<file path="config.mk">
export PLATFORM = sky130hd
export DESIGN_NAME = gfo_gpio_fault
export DESIGN_NICKNAME = d
export VERILOG_FILES = /design/src/gfo_pkg.sv /design/src/gfo_gpio_fault.sv
export SDC_FILE = /design/constraint.sdc
export NUM_CORES = 1
export LEC_CHECK = 0
export BUFFER_PORTS_ARGS = -buffer_cell sky130_fd_sc_hd__buf_2
export CORE_MARGIN = 2
export CORE_UTILIZATION = 51
export CTS_CLUSTER_SIZE = 28
export DETAILED_ROUTE_END_ITERATION = 7
export GPL_TIMING_DRIVEN = 0
export PLACE_DENSITY_LB_ADDON = 0.3
export SLEW_MARGIN = 25
export SYNTH_ARGS = -nofsm -noshare
export SYNTH_HDL_FRONTEND = slang
export SYNTH_SLANG_ARGS = --single-unit
export TNS_END_PERCENT = 1
</file>
<file path="constraint.sdc">
create_clock -name clk_sys -period 1.75 [get_ports clk_sys]
set_input_delay 0.2625 -clock clk_sys [delete_from_list [all_inputs] [get_ports clk_sys]]
set_output_delay 0.2625 -clock clk_sys [all_outputs]
set_load 0.02 [all_outputs]
</file>
<file path="src/gfo_pkg.sv">
// Overview of operation
// RL1 - Pins one to four selectable as tracking sense
// RL2 - Pulldown bits 7..4 enable sense pulldowns
// RL3 - Output data bits drive logic output pins
// RL4 - Input state register read-only, shows pin levels
// RL5 - Data registers not loaded from nonvolatile memory
// RL6 - Combined fault on pins 1-4, active low
// RL7 - Pin five fault A, pin six fault B
// RL8 - Dedicated fault is OR of selected conditions
// RL9 - Fault A low select covers channels 1-8
// RL10 - Fault A high select covers channels 9-12
// RL11 - Bits 4..6 enable over, under, warning
// RL12 - Bit 7 selects fault A polarity
// RL13 - Fault B low select covers channels 1-8
// RL14 - Fault B high register mirrors fault A layout
// RL15 - Three-bit field selects each pin mode
// RL16 - Margin freezes fault outputs, ignores violations
// RL17 - Open-drain drives low only, else releases
// RL18 - Pin levels pass two-stage synchroniser
package gfo_pkg;

   localparam int NPIN = 6;
   localparam int NCH  = 12;

   // Register offsets.
   localparam logic [7:0] OFS_FA_LO   = 8'h15;
   localparam logic [7:0] OFS_FA_HI   = 8'h16;
   localparam logic [7:0] OFS_FB_LO   = 8'h17;
   localparam logic [7:0] OFS_FB_HI   = 8'h18;
   localparam logic [7:0] OFS_OUT     = 8'h1a;
   localparam logic [7:0] OFS_IN      = 8'h1b;
   localparam logic [7:0] OFS_CFG0    = 8'h1c;
   localparam logic [7:0] OFS_CFG1    = 8'h1d;
   localparam logic [7:0] OFS_CFG2    = 8'h1e;
   localparam logic [7:0] OFS_MARGIN  = 8'h4d;
   localparam logic [7:0] OFS_PULLDN  = 8'h4e;
   localparam logic [7:0] OFS_IRQ_ST  = 8'h60;
   localparam logic [7:0] OFS_IRQ_EN  = 8'h61;
   localparam logic [7:0] OFS_IRQ_CLR = 8'h62;

   // Field positions.
   localparam int HI_CH_LSB   = 0;
   localparam int HI_OV_BIT   = 4;
   localparam int HI_UV_BIT   = 5;
   localparam int HI_EW_BIT   = 6;
   localparam int HI_POL_BIT  = 7;
   localparam int PD_LSB      = 4;
   localparam int MARGIN_BIT  = 1;

   // Reset values.
   localparam logic [7:0]  RST_BYTE = 8'h00;
   localparam logic [17:0] RST_CFG  = 18'h0_9249; // Every pin a push-pull logic pin.

   // Interrupt status bits.
   localparam int IRQ_ANY = 0;
   localparam int IRQ_FA  = 1;
   localparam int IRQ_FB  = 2;

   typedef enum logic [2:0] {
      GFO_MODE_SENSE  = 3'b000,
      GFO_MODE_PP     = 3'b001,
      GFO_MODE_OD     = 3'b010,
      GFO_MODE_PPF    = 3'b011,
      GFO_MODE_ODF    = 3'b100,
      GFO_MODE_IN     = 3'b101,
      GFO_MODE_RSV6   = 3'b110,
      GFO_MODE_RSV7   = 3'b111
   } gfo_mode_e;

   // Per-channel threshold flags from the monitoring block.
   typedef struct packed {
      logic [NCH-1:0] ov;
      logic [NCH-1:0] uv;
      logic [NCH-1:0] ew;
   } gfo_flags_s;

   // Drive value and drive enable for every pin.
   typedef struct packed {
      logic [NPIN-1:0] o;
      logic [NPIN-1:0] oe;
   } gfo_pin_s;

endpackage : gfo_pkg

</file>
<file path="src/gfo_gpio_fault.sv">
// Chosen here: strobed register access.
`timescale 1ns/1ps
module gfo_gpio_fault
   import gfo_pkg::*;
(
   input  wire logic             clk_sys,
   input  wire logic             rst,
   input  wire logic [7:0]       reg_addr,
   input  wire logic [7:0]       reg_wdata,
   input  wire logic             reg_wr,
   input  wire logic             reg_rd,
   output logic      [7:0]       reg_rdata,
   input  wire gfo_flags_s       mon_flags,
   input  wire logic [NPIN-1:0]  pin_i,
   output gfo_pin_s              pin,
   output logic      [3:0]       sense_select,
   output logic      [3:0]       sense_pulldown_en,
   output logic                  irq
);

   logic [7:0]  fa_lo_reg, fa_hi_reg, fb_lo_reg, fb_hi_reg;
   logic [7:0]  out_reg, pulldn_reg, margin_reg;
   logic [17:0] cfg_reg;
   logic [NPIN-1:0] sync1_reg, sync2_reg;
   logic        any_reg, fa_reg, fb_reg;
   logic [2:0]  irq_st_reg, irq_en_reg;
   logic        any_next, fa_next, fb_next;
   logic        margin;

   // Mode field of pin n out of the packed configuration word.
   function automatic gfo_mode_e pin_mode(input logic [17:0] c, input int n);
      pin_mode = gfo_mode_e'(c[3*n +: 3]);
   endfunction : pin_mode

   // Fault term from a channel set and its condition and polarity byte.
   function automatic logic sel_fault(input logic [7:0] lo, input logic [7:0] hi,
                                      input gfo_flags_s f);
      logic [NCH-1:0] chs;
      chs = {hi[HI_CH_LSB +: 4], lo};                          // [RL9] [RL10] [RL13] [RL14]
      sel_fault = (hi[HI_OV_BIT] && |(chs & f.ov))             // [RL11]
               || (hi[HI_UV_BIT] && |(chs & f.uv))
               || (hi[HI_EW_BIT] && |(chs & f.ew));            // [RL8]
   endfunction : sel_fault

   // Margin comes from the control bit or a low level on a pin six margin input.
   assign margin = margin_reg[MARGIN_BIT]
                || (pin_mode(cfg_reg, 5) == GFO_MODE_SENSE && !sync2_reg[5]);

   // Raw fault terms, active high.
   assign any_next = |{mon_flags.ov, mon_flags.uv, mon_flags.ew};
   assign fa_next  = sel_fault(fa_lo_reg, fa_hi_reg, mon_flags);
   assign fb_next  = sel_fault(fb_lo_reg, fb_hi_reg, mon_flags);

   // Register writes; data registers clear on reset except cfg_reg, set to RST_CFG; never loaded from storage.
   always_ff @(posedge clk_sys) begin
      if (rst) begin                                            // [RL5]
         fa_lo_reg  <= RST_BYTE;
         fa_hi_reg  <= RST_BYTE;
         fb_lo_reg  <= RST_BYTE;
         fb_hi_reg  <= RST_BYTE;
         out_reg    <= RST_BYTE;
         pulldn_reg <= RST_BYTE;
         margin_reg <= RST_BYTE;
         cfg_reg    <= RST_CFG;
         irq_en_reg <= 3'h0;
      end else if (reg_wr) begin
         if (reg_addr == OFS_FA_LO) begin
            fa_lo_reg <= reg_wdata;
         end else if (reg_addr == OFS_FA_HI) begin
            fa_hi_reg <= reg_wdata;
         end else if (reg_addr == OFS_FB_LO) begin
            fb_lo_reg <= reg_wdata;
         end else if (reg_addr == OFS_FB_HI) begin
            fb_hi_reg <= reg_wdata;
         end else if (reg_addr == OFS_OUT) begin
            out_reg <= {2'b00, reg_wdata[5:0]};                 // [RL3]
         end else if (reg_addr == OFS_CFG0) begin
            cfg_reg[7:0] <= reg_wdata;
         end else if (reg_addr == OFS_CFG1) begin
            cfg_reg[15:8] <= reg_wdata;
         end else if (reg_addr == OFS_CFG2) begin
            cfg_reg[17:16] <= reg_wdata[1:0];
         end else if (reg_addr == OFS_MARGIN) begin
            margin_reg <= reg_wdata;
         end else if (reg_addr == OFS_PULLDN) begin
            pulldn_reg <= reg_wdata;
         end else if (reg_addr == OFS_IRQ_EN) begin
            irq_en_reg <= reg_wdata[2:0];
         end
      end
   end

   // Two-stage synchroniser on pin levels.
   always_ff @(posedge clk_sys) begin
      if (rst) begin
         sync1_reg <= '0;
         sync2_reg <= '0;
      end else begin
         sync1_reg <= pin_i;                                    // [RL18]
         sync2_reg <= sync1_reg;
      end
   end

   // Fault state; held unchanged while margin is active.
   always_ff @(posedge clk_sys) begin
      if (rst) begin
         any_reg <= 1'b0;
         fa_reg  <= 1'b0;
         fb_reg  <= 1'b0;
      end else if (!margin) begin                               // [RL16]
         any_reg <= any_next;
         fa_reg  <= fa_next;
         fb_reg  <= fb_next;
      end
   end

   // Sticky interrupt status; a new event wins over a clear.
   always_ff @(posedge clk_sys) begin
      if (rst) begin
         irq_st_reg <= 3'h0;
      end else begin
         irq_st_reg <= (irq_st_reg & ~((reg_wr && reg_addr == OFS_IRQ_CLR)
                                        ? reg_wdata[2:0] : 3'h0))
                     | {fb_reg, fa_reg, any_reg};
      end
   end

   assign irq = |(irq_st_reg & irq_en_reg);

   // Read data, one cycle after the strobe; unmapped reads return zero.
   always_ff @(posedge clk_sys) begin
      if (rst) begin
         reg_rdata <= RST_BYTE;
      end else if (reg_rd) begin
         if (reg_addr == OFS_FA_LO) begin
            reg_rdata <= fa_lo_reg;
         end else if (reg_addr == OFS_FA_HI) begin
            reg_rdata <= fa_hi_reg;
         end else if (reg_addr == OFS_FB_LO) begin
            reg_rdata <= fb_lo_reg;
         end else if (reg_addr == OFS_FB_HI) begin
            reg_rdata <= fb_hi_reg;
         end else if (reg_addr == OFS_OUT) begin
            reg_rdata <= out_reg;
         end else if (reg_addr == OFS_IN) begin
            reg_rdata <= {2'b00, sync2_reg};                    // [RL4]
         end else if (reg_addr == OFS_CFG0) begin
            reg_rdata <= cfg_reg[7:0];
         end else if (reg_addr == OFS_CFG1) begin
            reg_rdata <= cfg_reg[15:8];
         end else if (reg_addr == OFS_CFG2) begin
            reg_rdata <= {6'h00, cfg_reg[17:16]};
         end else if (reg_addr == OFS_MARGIN) begin
            reg_rdata <= margin_reg;
         end else if (reg_addr == OFS_PULLDN) begin
            reg_rdata <= pulldn_reg;
         end else if (reg_addr == OFS_IRQ_ST) begin
            reg_rdata <= {5'h00, irq_st_reg};
         end else if (reg_addr == OFS_IRQ_EN) begin
            reg_rdata <= {5'h00, irq_en_reg};
         end else begin
            reg_rdata <= RST_BYTE;
         end
      end
   end

   // Pin drivers, one per pin.
   genvar g;
   generate
      for (g = 0; g < NPIN; g++) begin : g_pin
         logic flt_lvl;   // Pin level while in a fault mode.
         if (g < 4) begin : g_any
            assign flt_lvl = !any_reg;                          // [RL6]
         end else if (g == 4) begin : g_fa
            assign flt_lvl = fa_reg ~^ fa_hi_reg[HI_POL_BIT];   // [RL7] [RL12]
         end else begin : g_fb
            assign flt_lvl = fb_reg ~^ fb_hi_reg[HI_POL_BIT];   // [RL7] [RL14]
         end
         always_comb begin
            pin.o[g]  = 1'b0;
            pin.oe[g] = 1'b0;
            case (pin_mode(cfg_reg, g))                         // [RL15]
               GFO_MODE_PP: begin
                  pin.o[g]  = out_reg[g];                       // [RL3]
                  pin.oe[g] = 1'b1;
               end
               GFO_MODE_OD: begin
                  pin.oe[g] = !out_reg[g];                      // [RL17]
               end
               GFO_MODE_PPF: begin
                  pin.o[g]  = flt_lvl;
                  pin.oe[g] = 1'b1;
               end
               GFO_MODE_ODF: begin
                  pin.oe[g] = !flt_lvl;                         // [RL17]
               end
               default: begin
                  pin.oe[g] = 1'b0;
               end
            endcase
         end
      end
   endgenerate

   // Sense selection and pulldowns for pins one to four.
   generate
      for (g = 0; g < 4; g++) begin : g_sense
         assign sense_select[g]      = (pin_mode(cfg_reg, g) == GFO_MODE_SENSE);   // [RL1]
         assign sense_pulldown_en[g] = pulldn_reg[PD_LSB + g];                     // [RL2]
      end
   endgenerate

endmodule : gfo_gpio_fault

</file>
==> impl_metrics.ini, run 1 <==
[setup_path]
startpoint_type = input port
crit_path_end_kind = register
cpMaxStageDelayCell = o311ai_2
path_max_fanout = 10
critical_path_arrival_ps = 2090
max_stage_delay_ps = 370
required_ps = 2060
worstPathCellList = buf_2, nor2b_1, buf_2, a22oi_1, o22a_1, o311ai_2, a22oi_1, a211oi_2
path_class = in2reg

[drt]
drt_iter0_markers = 747
ant_nets = 0
vias = 5954
detail_route.wl_per_cell_um = 24.08
drc_errors = 0
vias_per_cell = 6.653
routed_wl_um = 21550
dr.pass1.iters = 5

[clock_network]
cts_hold_buf = 0
cts_buffers = 9
root_buffer = clkbuf_8
clock_path_buffers = 2
htree_levels = 3
clk_latency_ps = 390
clkSinkCount = 101
clk_pin_slew_ps = 90
cts_tree = done

[die]
core-area_um2 = 10140
top_level_ports = 91
die-area_um2 = 11120
die_height_um = 105.4
initial_utilization = 0.5176
die_w_um = 105.4
num_rows = 37

[hold_path]
min_path_type = in2reg

[sta]
fin_skew_ps = 9.507
period_share = 1.017
hold_slack_ps = 79.34
setup_viol = 2
grt_setup_unrepaired = yes
fin_crit_ps = 1780
worst_slew_pin_slew_ps = 901.6
drv_slew = 0
fin_ws_ps = -30.39
relSlewSlack = 0.3989
finalHoldViolations = 0
fmax_ghz = 0.5617

[synth]
syn_area_um2 = 5248
synth_flop_cell = dfxtp_1
syn_inst = 661
ys_warn_count = 0
synth_nets = 723
synth-seq-cells = 101
async_flop_share = 0
syn_area_per_cell_um2 = 7.939
yosysUniqueCellTypes = 55
synth_edf_count = 0
ys_seq_area_frac = 0.3853

[job]
drv_cap = 0

[status]
status = complete, but fails checks
violations = setup timing

[global_route]
antenna_found_initial = 0
grt_pass1_vias = 5544
grt_max_degree = 17
grt_pass1_wl_um = 32450
grtUsageTotal = 0.3894
grt_overflow = 0

[placed_design]
port_buffers = 82
dp_hpwl_um = 15690
place_ws_ps = -633.7
gp_congestion = 1.020

[layout]
areaGrowthSynthToFinish_pct = 17.76
fill_cells = 956
fin_nets = 816
finalCoreUtilization = 0.6095
layout-drive-gt1-share = 0.1950
insertedDiodeCount = 0
largest_reg_flops = 18

[power_and_ir_drop]
p_leak_nw = 2.213
ir_worst_vdd_mv = 0.5169
power_density_nw_per_um2 = 706.3
p_total_w = 0.004365
## critical path: cells and delay by family
kind,cells,cell delay (ps)
and+or+nand+nor,1,160
buffers and inverters,2,450
AOI/OAI and AO/OA,5,1200
## cells in the final DEF (no fill, tap or decap), types with 3 or more instances in the layout
cell type	n
o22ai_1	14
a21oi_1	51
a221oi_1	18
clkbuf_8	11
nand3_1	24
nor2_4	5
buf_2	84
clkbuf_2	3
and3_1	6
nor4_1	9
nor2_2	5
o211ai_1	3
o31ai_1	4
nand3b_1	8
nor3_1	8
nand4_1	5
a22o_1	19
inv_1	14
dfxtp_2	7
o21ai_0	29
o22a_1	3
o32ai_1	5
a31oi_1	4
buf_4	9
mux2i_1	39
nand2_1	105
nor2_1	65
nor2b_1	15
dfxtp_1	92
clkbuf_1	30
a222oi_1	3
a22oi_1	9
a211oi_1	5
## power breakdown
| part | leakage (nW) | switching (W) | internal [W] | total, W |
|---|---|---|---|---|
| combinational | 1.29 | 0.000318 | 0.000127 | 0.000445 |
| sequential | 0.822 | 0.0000190 | 0.00232 | 0.00234 |
| clock | 0.102 | 0.000842 | 0.000739 | 0.00158 |
## synth_stat cells, types with 15 or more instances
cell type	count	area share
o21ai_0	29	0.028
nand2_1	105	0.075
mux2i_1	39	0.074
a221oi_1	20	0.033
a22o_1	19	0.032
nand3_1	24	0.023
nor2_1	70	0.050
clkbuf_1	33	0.024
a21oi_1	52	0.050
dfxtp_1	101	0.39
nor2b_1	15	0.018
## layer usage
layer  vias to the layer above  GRT usage  wire length [µm]
met4                         0     0.2743              1510
met3                       109    0.07359              2166
met5                         -          0                 0
met2                       424     0.6088              9668
li1                       2621          -                 -
met1                      2800     0.4812              8207
## final timing paths
check	endpoint	slack, ps	start	depth (start not counted)
worst max-delay path	reg_rdata[3]	-30	reg_addr[1]	8
worst min-delay path	sync1_reg[2]	80	pin_i[2]	2
worst max register to register	fa_reg	50	fa_lo_reg[2]	5
worst min register to register	sync2_reg[3]	450	sync1_reg[3]	1
## repair_timing
action | in CTS | in global routing
gates cloned | 0 | 0
endpoints found under the setup margin | 29 | 63
buffers inserted | 0 | 1
endpoints found under the hold margin | 0 | 0
pin swaps | 1 | 3
resized for setup | 17 | 28
## metrics by stage
step	cells	TNS, ps	area, µm²
CTS	894	-83.04	6098
finish	895	-59.15	6180
global placement	879	-24780	5828
global route	895	-533.0	6180
floorplan	661	-458.6	5248
detailed placement	879	-25540	5828
## cells by family after synthesis
kind of cell           count (synthesis)  share of synthesized area
XOR/XNOR                               2                   0.003339
buffers and inverters                 60                    0.04816
AND/OR/NAND/NOR                      267                     0.2389
multiplexers                          40                    0.07654
AO/OA/AOI/OAI                        191                     0.2477
flip-flops                           101                     0.3853
## layout make-up
class                   count  area [µm²]  share of cell area
multi-input cells         500        3074              0.4975
flip-flops and latches    101        2038              0.3298
clock inverters             5       58.81            0.009516
clock buffers              11       151.4             0.02450
well taps                 136       170.2             0.02754
plain buffers              45       211.5             0.03422
repair buffers             83       422.9             0.06843
inverters                  14       52.55            0.008504
Power figures use the tool's default switching activity.
==> run 2, diff against run 1 <==
--- a/config.mk
+++ b/config.mk
@@ -11,7 +11,8 @@
 export CTS_CLUSTER_SIZE = 28
 export DETAILED_ROUTE_END_ITERATION = 7
 export GPL_TIMING_DRIVEN = 0
-export PLACE_DENSITY_LB_ADDON = 0.3
+export PLACE_DENSITY = 0.81
+export SETUP_SLACK_MARGIN = 0.3
 export SLEW_MARGIN = 25
 export SYNTH_ARGS = -nofsm -noshare
 export SYNTH_HDL_FRONTEND = slang
==> run 2 against run 1 <==
Against the previous run: the flow still finishes with violations (setup timing); worst setup slack better by 28 ps; clock skew is 1.4 ps lower; register-to-register slack better by 50 ps; cell count is 0.11% higher; clock-buffer cell count decreased by 1; clock power increased by 20%; flip-flop and latch count did not move; routed wire length grew 1.5%.
==> impl_metrics.ini, run 2 (same netlist as run 1, synthesis figures left out) <==
[drt]
routed_wl_um = 21870
drt_iter0_markers = 759
wl_met2_um = 9951
vias_per_cell = 6.629
detail_route.wl_per_cell_um = 24.40
dr.pass1.iters = 5
ant_nets = 0
vias = 5940
dr_wl_met3_um = 2051
drt-met1-wl_um = 8592
drc_errors = 0
maxUsedRoutingLayer = met4

[layout]
fill_cells = 858
areaGrowthSynthToFinish_pct = 30.76
final_common_cell = nand2_1
largest_reg_flops = 18
layout-drive-gt1-share = 0.3368
fin_area_um2 = 6862
insertedDiodeCount = 0
fin_nets = 817
mostFrequentLayoutCells = nand2_1 (92), buf_2 (70), dfxtp_1 (64)

[die]
die_height_um = 105.4
initial_utilization = 0.5176
die-area_um2 = 11120
core-area_um2 = 10140
die_w_um = 105.4
top_level_ports = 91
num_rows = 37

[sta]
relSlewSlack = 0.3962
period_share = 1.002
fin_ws_ps = -2.709
fin_crit_ps = 1753
finalHoldViolations = 0
grt_setup_unrepaired = yes
fmax_ghz = 0.5705
worst_slew_pin_slew_ps = 905.7
fin_skew_ps = 8.133
setup_viol = 1
drv_slew = 0

[clock_network]
clk_pin_slew_ps = 100
cts_tree = done
cts_buffers = 9
clk_latency_ps = 400
clkSinkCount = 101
clock_path_buffers = 2
cts_hold_buf = 0
htree_levels = 3
root_buffer = clkbuf_8

[power_and_ir_drop]
p_int_w = 0.003469
combPwrFrac = 0.107
clkPwrFrac = 0.400
power_switching_w = 0.001259
swShare = 0.2663
ir_worst_vdd_mv = 0.6030
power_density_nw_per_um2 = 689.1
p_seq_frac = 0.493
p_total_w = 0.004728
p_leak_nw = 2.388

[global_route]
grtUsageTotal = 0.3781
grt_overflow = 0
grt_pass1_vias = 5442
grt_pass1_wl_um = 31650
antenna_found_initial = 0
grt_max_degree = 18

[setup_path]
path_class = reg2out
critical_path_arrival_ps = 1490
path_max_fanout = 3
r2r_cells = 6
crit_path_end_kind = output pin
startpoint = fa_hi_reg[7]
rr_startpoint = irq_en_reg[2]
required_ps = 1490
startpoint_type = register

[placed_design]
port_buffers = 82
dp_hpwl_um = 15380
place_ws_ps = -593.3
gp_congestion = 1.051
dpl_cell_area_um2 = 5852

[job]
drv_cap = 0

[hold_path]
min_from = pin_i[1]
min_path_type = in2reg
worstHoldPathCells = 2

[status]
status = complete, but fails checks
violations = setup timing
-- run 2: cell types whose count changed in the layout (fill, tap and decap cells not counted), moves of 10 or more --
cell / delta
buf_2: -14
nand3_1: -13
a21oi_2: +14
a21oi_1: -14
nand2_1: -13
dfxtp_1: -28
nand3_2: +10
dfxtp_2: +23
-- run 2: metrics by stage --
stage	TNS, ps	instances	utilization	hold WS, ps
floorplan	0	661	-	390.7
global placement	-23060	879	0.5772	417.9
detailed placement	-24700	879	0.5772	423.1
CTS	0	895	0.6106	71.16
global route	-49.58	896	0.6768	78.81
finish	-2.709	896	0.6768	61.60
-- run 2: final cells by class --
type	count	area, µm²	share of cell area
repair buffers	83	479.2	0.06984
inverters	14	52.55	0.007659
clock buffers	10	137.6	0.02006
well taps	136	170.2	0.02480
flip-flops and latches	101	2086	0.3040
multi-input cells	500	3545	0.5166
plain buffers	46	275.3	0.04012
clock inverters	6	116.4	0.01696
-- run 2: critical path, stage by stage, from the launching register on --
cell     delay [ps]
dfxtp_2         370
xnor2_4         210
mux2i_1         100
nor3b_1         210
buf_2           200
-- run 2: path summary, 6_finish.rpt --
check | end | slack (ps)
worst max register to register | reg_rdata[2] | 100
worst min-delay path | sync1_reg[1] | 60
worst max-delay path | pin[10] | -3
worst min register to register | sync2_reg[0] | 450
-- run 2: what timing repair did --
action	in CTS	in global routing
endpoints found under the hold margin	0	0
pin swaps	1	107
buffers inserted	0	1
endpoints found under the setup margin	90	106
gates resized for setup	25	195
-- run 2: power by group through the flow --
stage	registers (W)	logic [W]	clock network, W
floorplan	0.00240	0.000193	0
global route	0.00233	0.000522	0.00198
detailed placement	0.00239	0.000422	0
CTS	0.00234	0.000429	0.00188
global placement	0.00239	0.000419	0
finish	0.00233	0.000506	0.00189
-- run 2: layer usage --
layer / GRT usage / vias to the layer above
li1: - / 2615
met1: 0.4866 / 2833
met2: 0.6055 / 412
met3: 0.06494 / 80
met4: 0.1990 / 0
met5: 0 / -
==> run 3, diff against run 2 <==
--- a/config.mk
+++ b/config.mk
@@ -6,12 +6,14 @@
 export NUM_CORES = 1
 export LEC_CHECK = 0
 export BUFFER_PORTS_ARGS = -buffer_cell sky130_fd_sc_hd__buf_2
+export CELL_PAD_IN_SITES_DETAIL_PLACEMENT = 1
+export CELL_PAD_IN_SITES_GLOBAL_PLACEMENT = 2
 export CORE_MARGIN = 2
-export CORE_UTILIZATION = 51
+export CORE_UTILIZATION = 29
 export CTS_CLUSTER_SIZE = 28
 export DETAILED_ROUTE_END_ITERATION = 7
 export GPL_TIMING_DRIVEN = 0
-export PLACE_DENSITY = 0.81
+export PLACE_DENSITY = 0.79
 export SETUP_SLACK_MARGIN = 0.3
 export SLEW_MARGIN = 25
 export SYNTH_ARGS = -nofsm -noshare
==> run 3 against run 2 <==
Against the previous run: the run now ends clean; via count fell by 1.9%; clock power rose by 17%; final area fell by 2.1%; register-to-register slack barely moved; die area rose by 73%; critical path depth did not move; flip-flop and latch count did not move; first-iteration DRC count fell by 49%; maximum frequency rose by 4.6%; clock skew barely moved; combinational power fell by 4.7%; largest cell class unchanged.
==> impl_metrics.ini, run 3 (same netlist as run 1, synthesis figures left out) <==
[status]
status = finished, final reports clean

[placed_design]
gp_congestion = 0.9499
dp.cells = 972
port_buffers = 82
place_ws_ps = -576.2
dp_hpwl_um = 17890

[drt]
dr.pass1.iters = 5
detail_route.wl_per_cell_um = 24.42
vias_per_cell = 5.838
vias = 5826
routed_wl_um = 24370
drt_iter0_markers = 384
ant_nets = 0
drc_errors = 0

[clock_network]
clock_path_buffers = 2
clkSinkCount = 101
root_buffer = clkbuf_16
cts_tree = done
clk_pin_slew_ps = 70
htree_levels = 3
cts_buffers = 9
clk_latency_ps = 360

[power_and_ir_drop]
p_total_w = 0.005027
p_leak_nw = 2.380
power_density_nw_per_um2 = 748.1
ir_worst_vdd_mv = 0.4721

[setup_path]
required_ps = 1490
rr_startpoint = fb_lo_reg[4]
path_max_fanout = 5
startpoint = cfg_reg[16]
crit_path_end_kind = output pin
path_class = reg2out
startpoint_type = register
critical_path_arrival_ps = 1410

[global_route]
grt_pass1_vias = 5979
grt_max_degree = 16
grtUsageTotal = 0.2484
grt_pass1_wl_um = 36410
grt_overflow = 0
antenna_found_initial = 0

[layout]
fin_cells = 998
finalCoreUtilization = 0.3767
fin_nets = 827
insertedDiodeCount = 0
regArea_um2 = 2054
multiInputGateArea_um2 = 3216
largest_reg_flops = 18
final_common_cell = nand2_1
fill_cells = 2174
mostFrequentLayoutCells = nand2_1 (104), buf_2 (81), dfxtp_1 (77)
layout-drive-gt1-share = 0.2471
areaGrowthSynthToFinish_pct = 28.06

[sta]
drv_slew = 0
hold_slack_ps = 105.5
fin_ws_ps = 73.96
setup_viol = 0
grt_setup_unrepaired = yes
worst_slew_pin_slew_ps = 873.7
fmax_ghz = 0.5966
finalHoldViolations = 0
period_share = 0.9577
relSlewSlack = 0.4175
fin_crit_ps = 1676
fin_skew_ps = 7.695

[die]
die_w_um = 138.5
top_level_ports = 91
die-area_um2 = 19190
initial_utilization = 0.2941
die_height_um = 138.5
core-area_um2 = 17840
num_rows = 49

[hold_path]
min_from = pin_i[3]
min_path_type = in2reg

[job]
drv_cap = 0
run 3: cell types whose count changed in the layout (fill, tap and decap cells not counted), sizes merged:
cell	change
buf	+6
clkinv	+1
clkdlybuf4s15	+1
clkinvlp	+1
bufinv	-1
inv	-3
clkbuf	+4
run 3: repair_timing:
item                                    in CTS  in global routing
cloned                                       1                  2
endpoints found under the setup margin     102                103
pin swaps                                   10                  9
buffers inserted                             3                  5
hold buffers                                 0                  0
gates resized for setup                     66                 25
run 3: stage by stage:
stage / cell area [µm²] / setup TNS (ps)
CTS: 6580 / 0
global route: 6720 / -24.02
finish: 6720 / 0
global placement: 5968 / -26600
floorplan: 5271 / 0
detailed placement: 5968 / -29230
run 3: final cells by class:
cell class	instances	share of cell area
clock buffer	11	0.03612
buffer	46	0.03780
inverter	14	0.007820
timing repair buffer	93	0.08062
sequential	101	0.3057
tap	229	0.04264
clock inverter	4	0.01080
multi-input combinational	500	0.4785
run 3: routing by layer:
metal  vias to the layer above  global-route usage  part of all wire
met3                        66             0.03672             0.058
met4                         0              0.1477             0.056
met2                       235              0.4041              0.46
met1                      2889              0.3127              0.43
met5                         -                   0                 0
li1                       2636                   -                 -
run 3: report_power, final:
group	switching [W]	internal [W]
sequential	0.0000177	0.00232
clock	0.000922	0.00128
combinational	0.000339	0.000143
run 3: path summary, 6_finish.rpt:
| path | to | slack [ps] | cells after the start |
|---|---|---|---|
| hold reg to reg | sync2_reg[1] | 440 | 1 |
| setup / recovery | pin[5] | 70 | 4 |
| setup reg to reg | fb_reg | 90 | 5 |
| hold / removal | sync1_reg[3] | 110 | 2 |
run 3: critical path, stage by stage (launching register included):
cell     delay (ps)
dfxtp_1         380
nor2_2          200
nand2_1          70
o22ai_1         200
buf_2           210
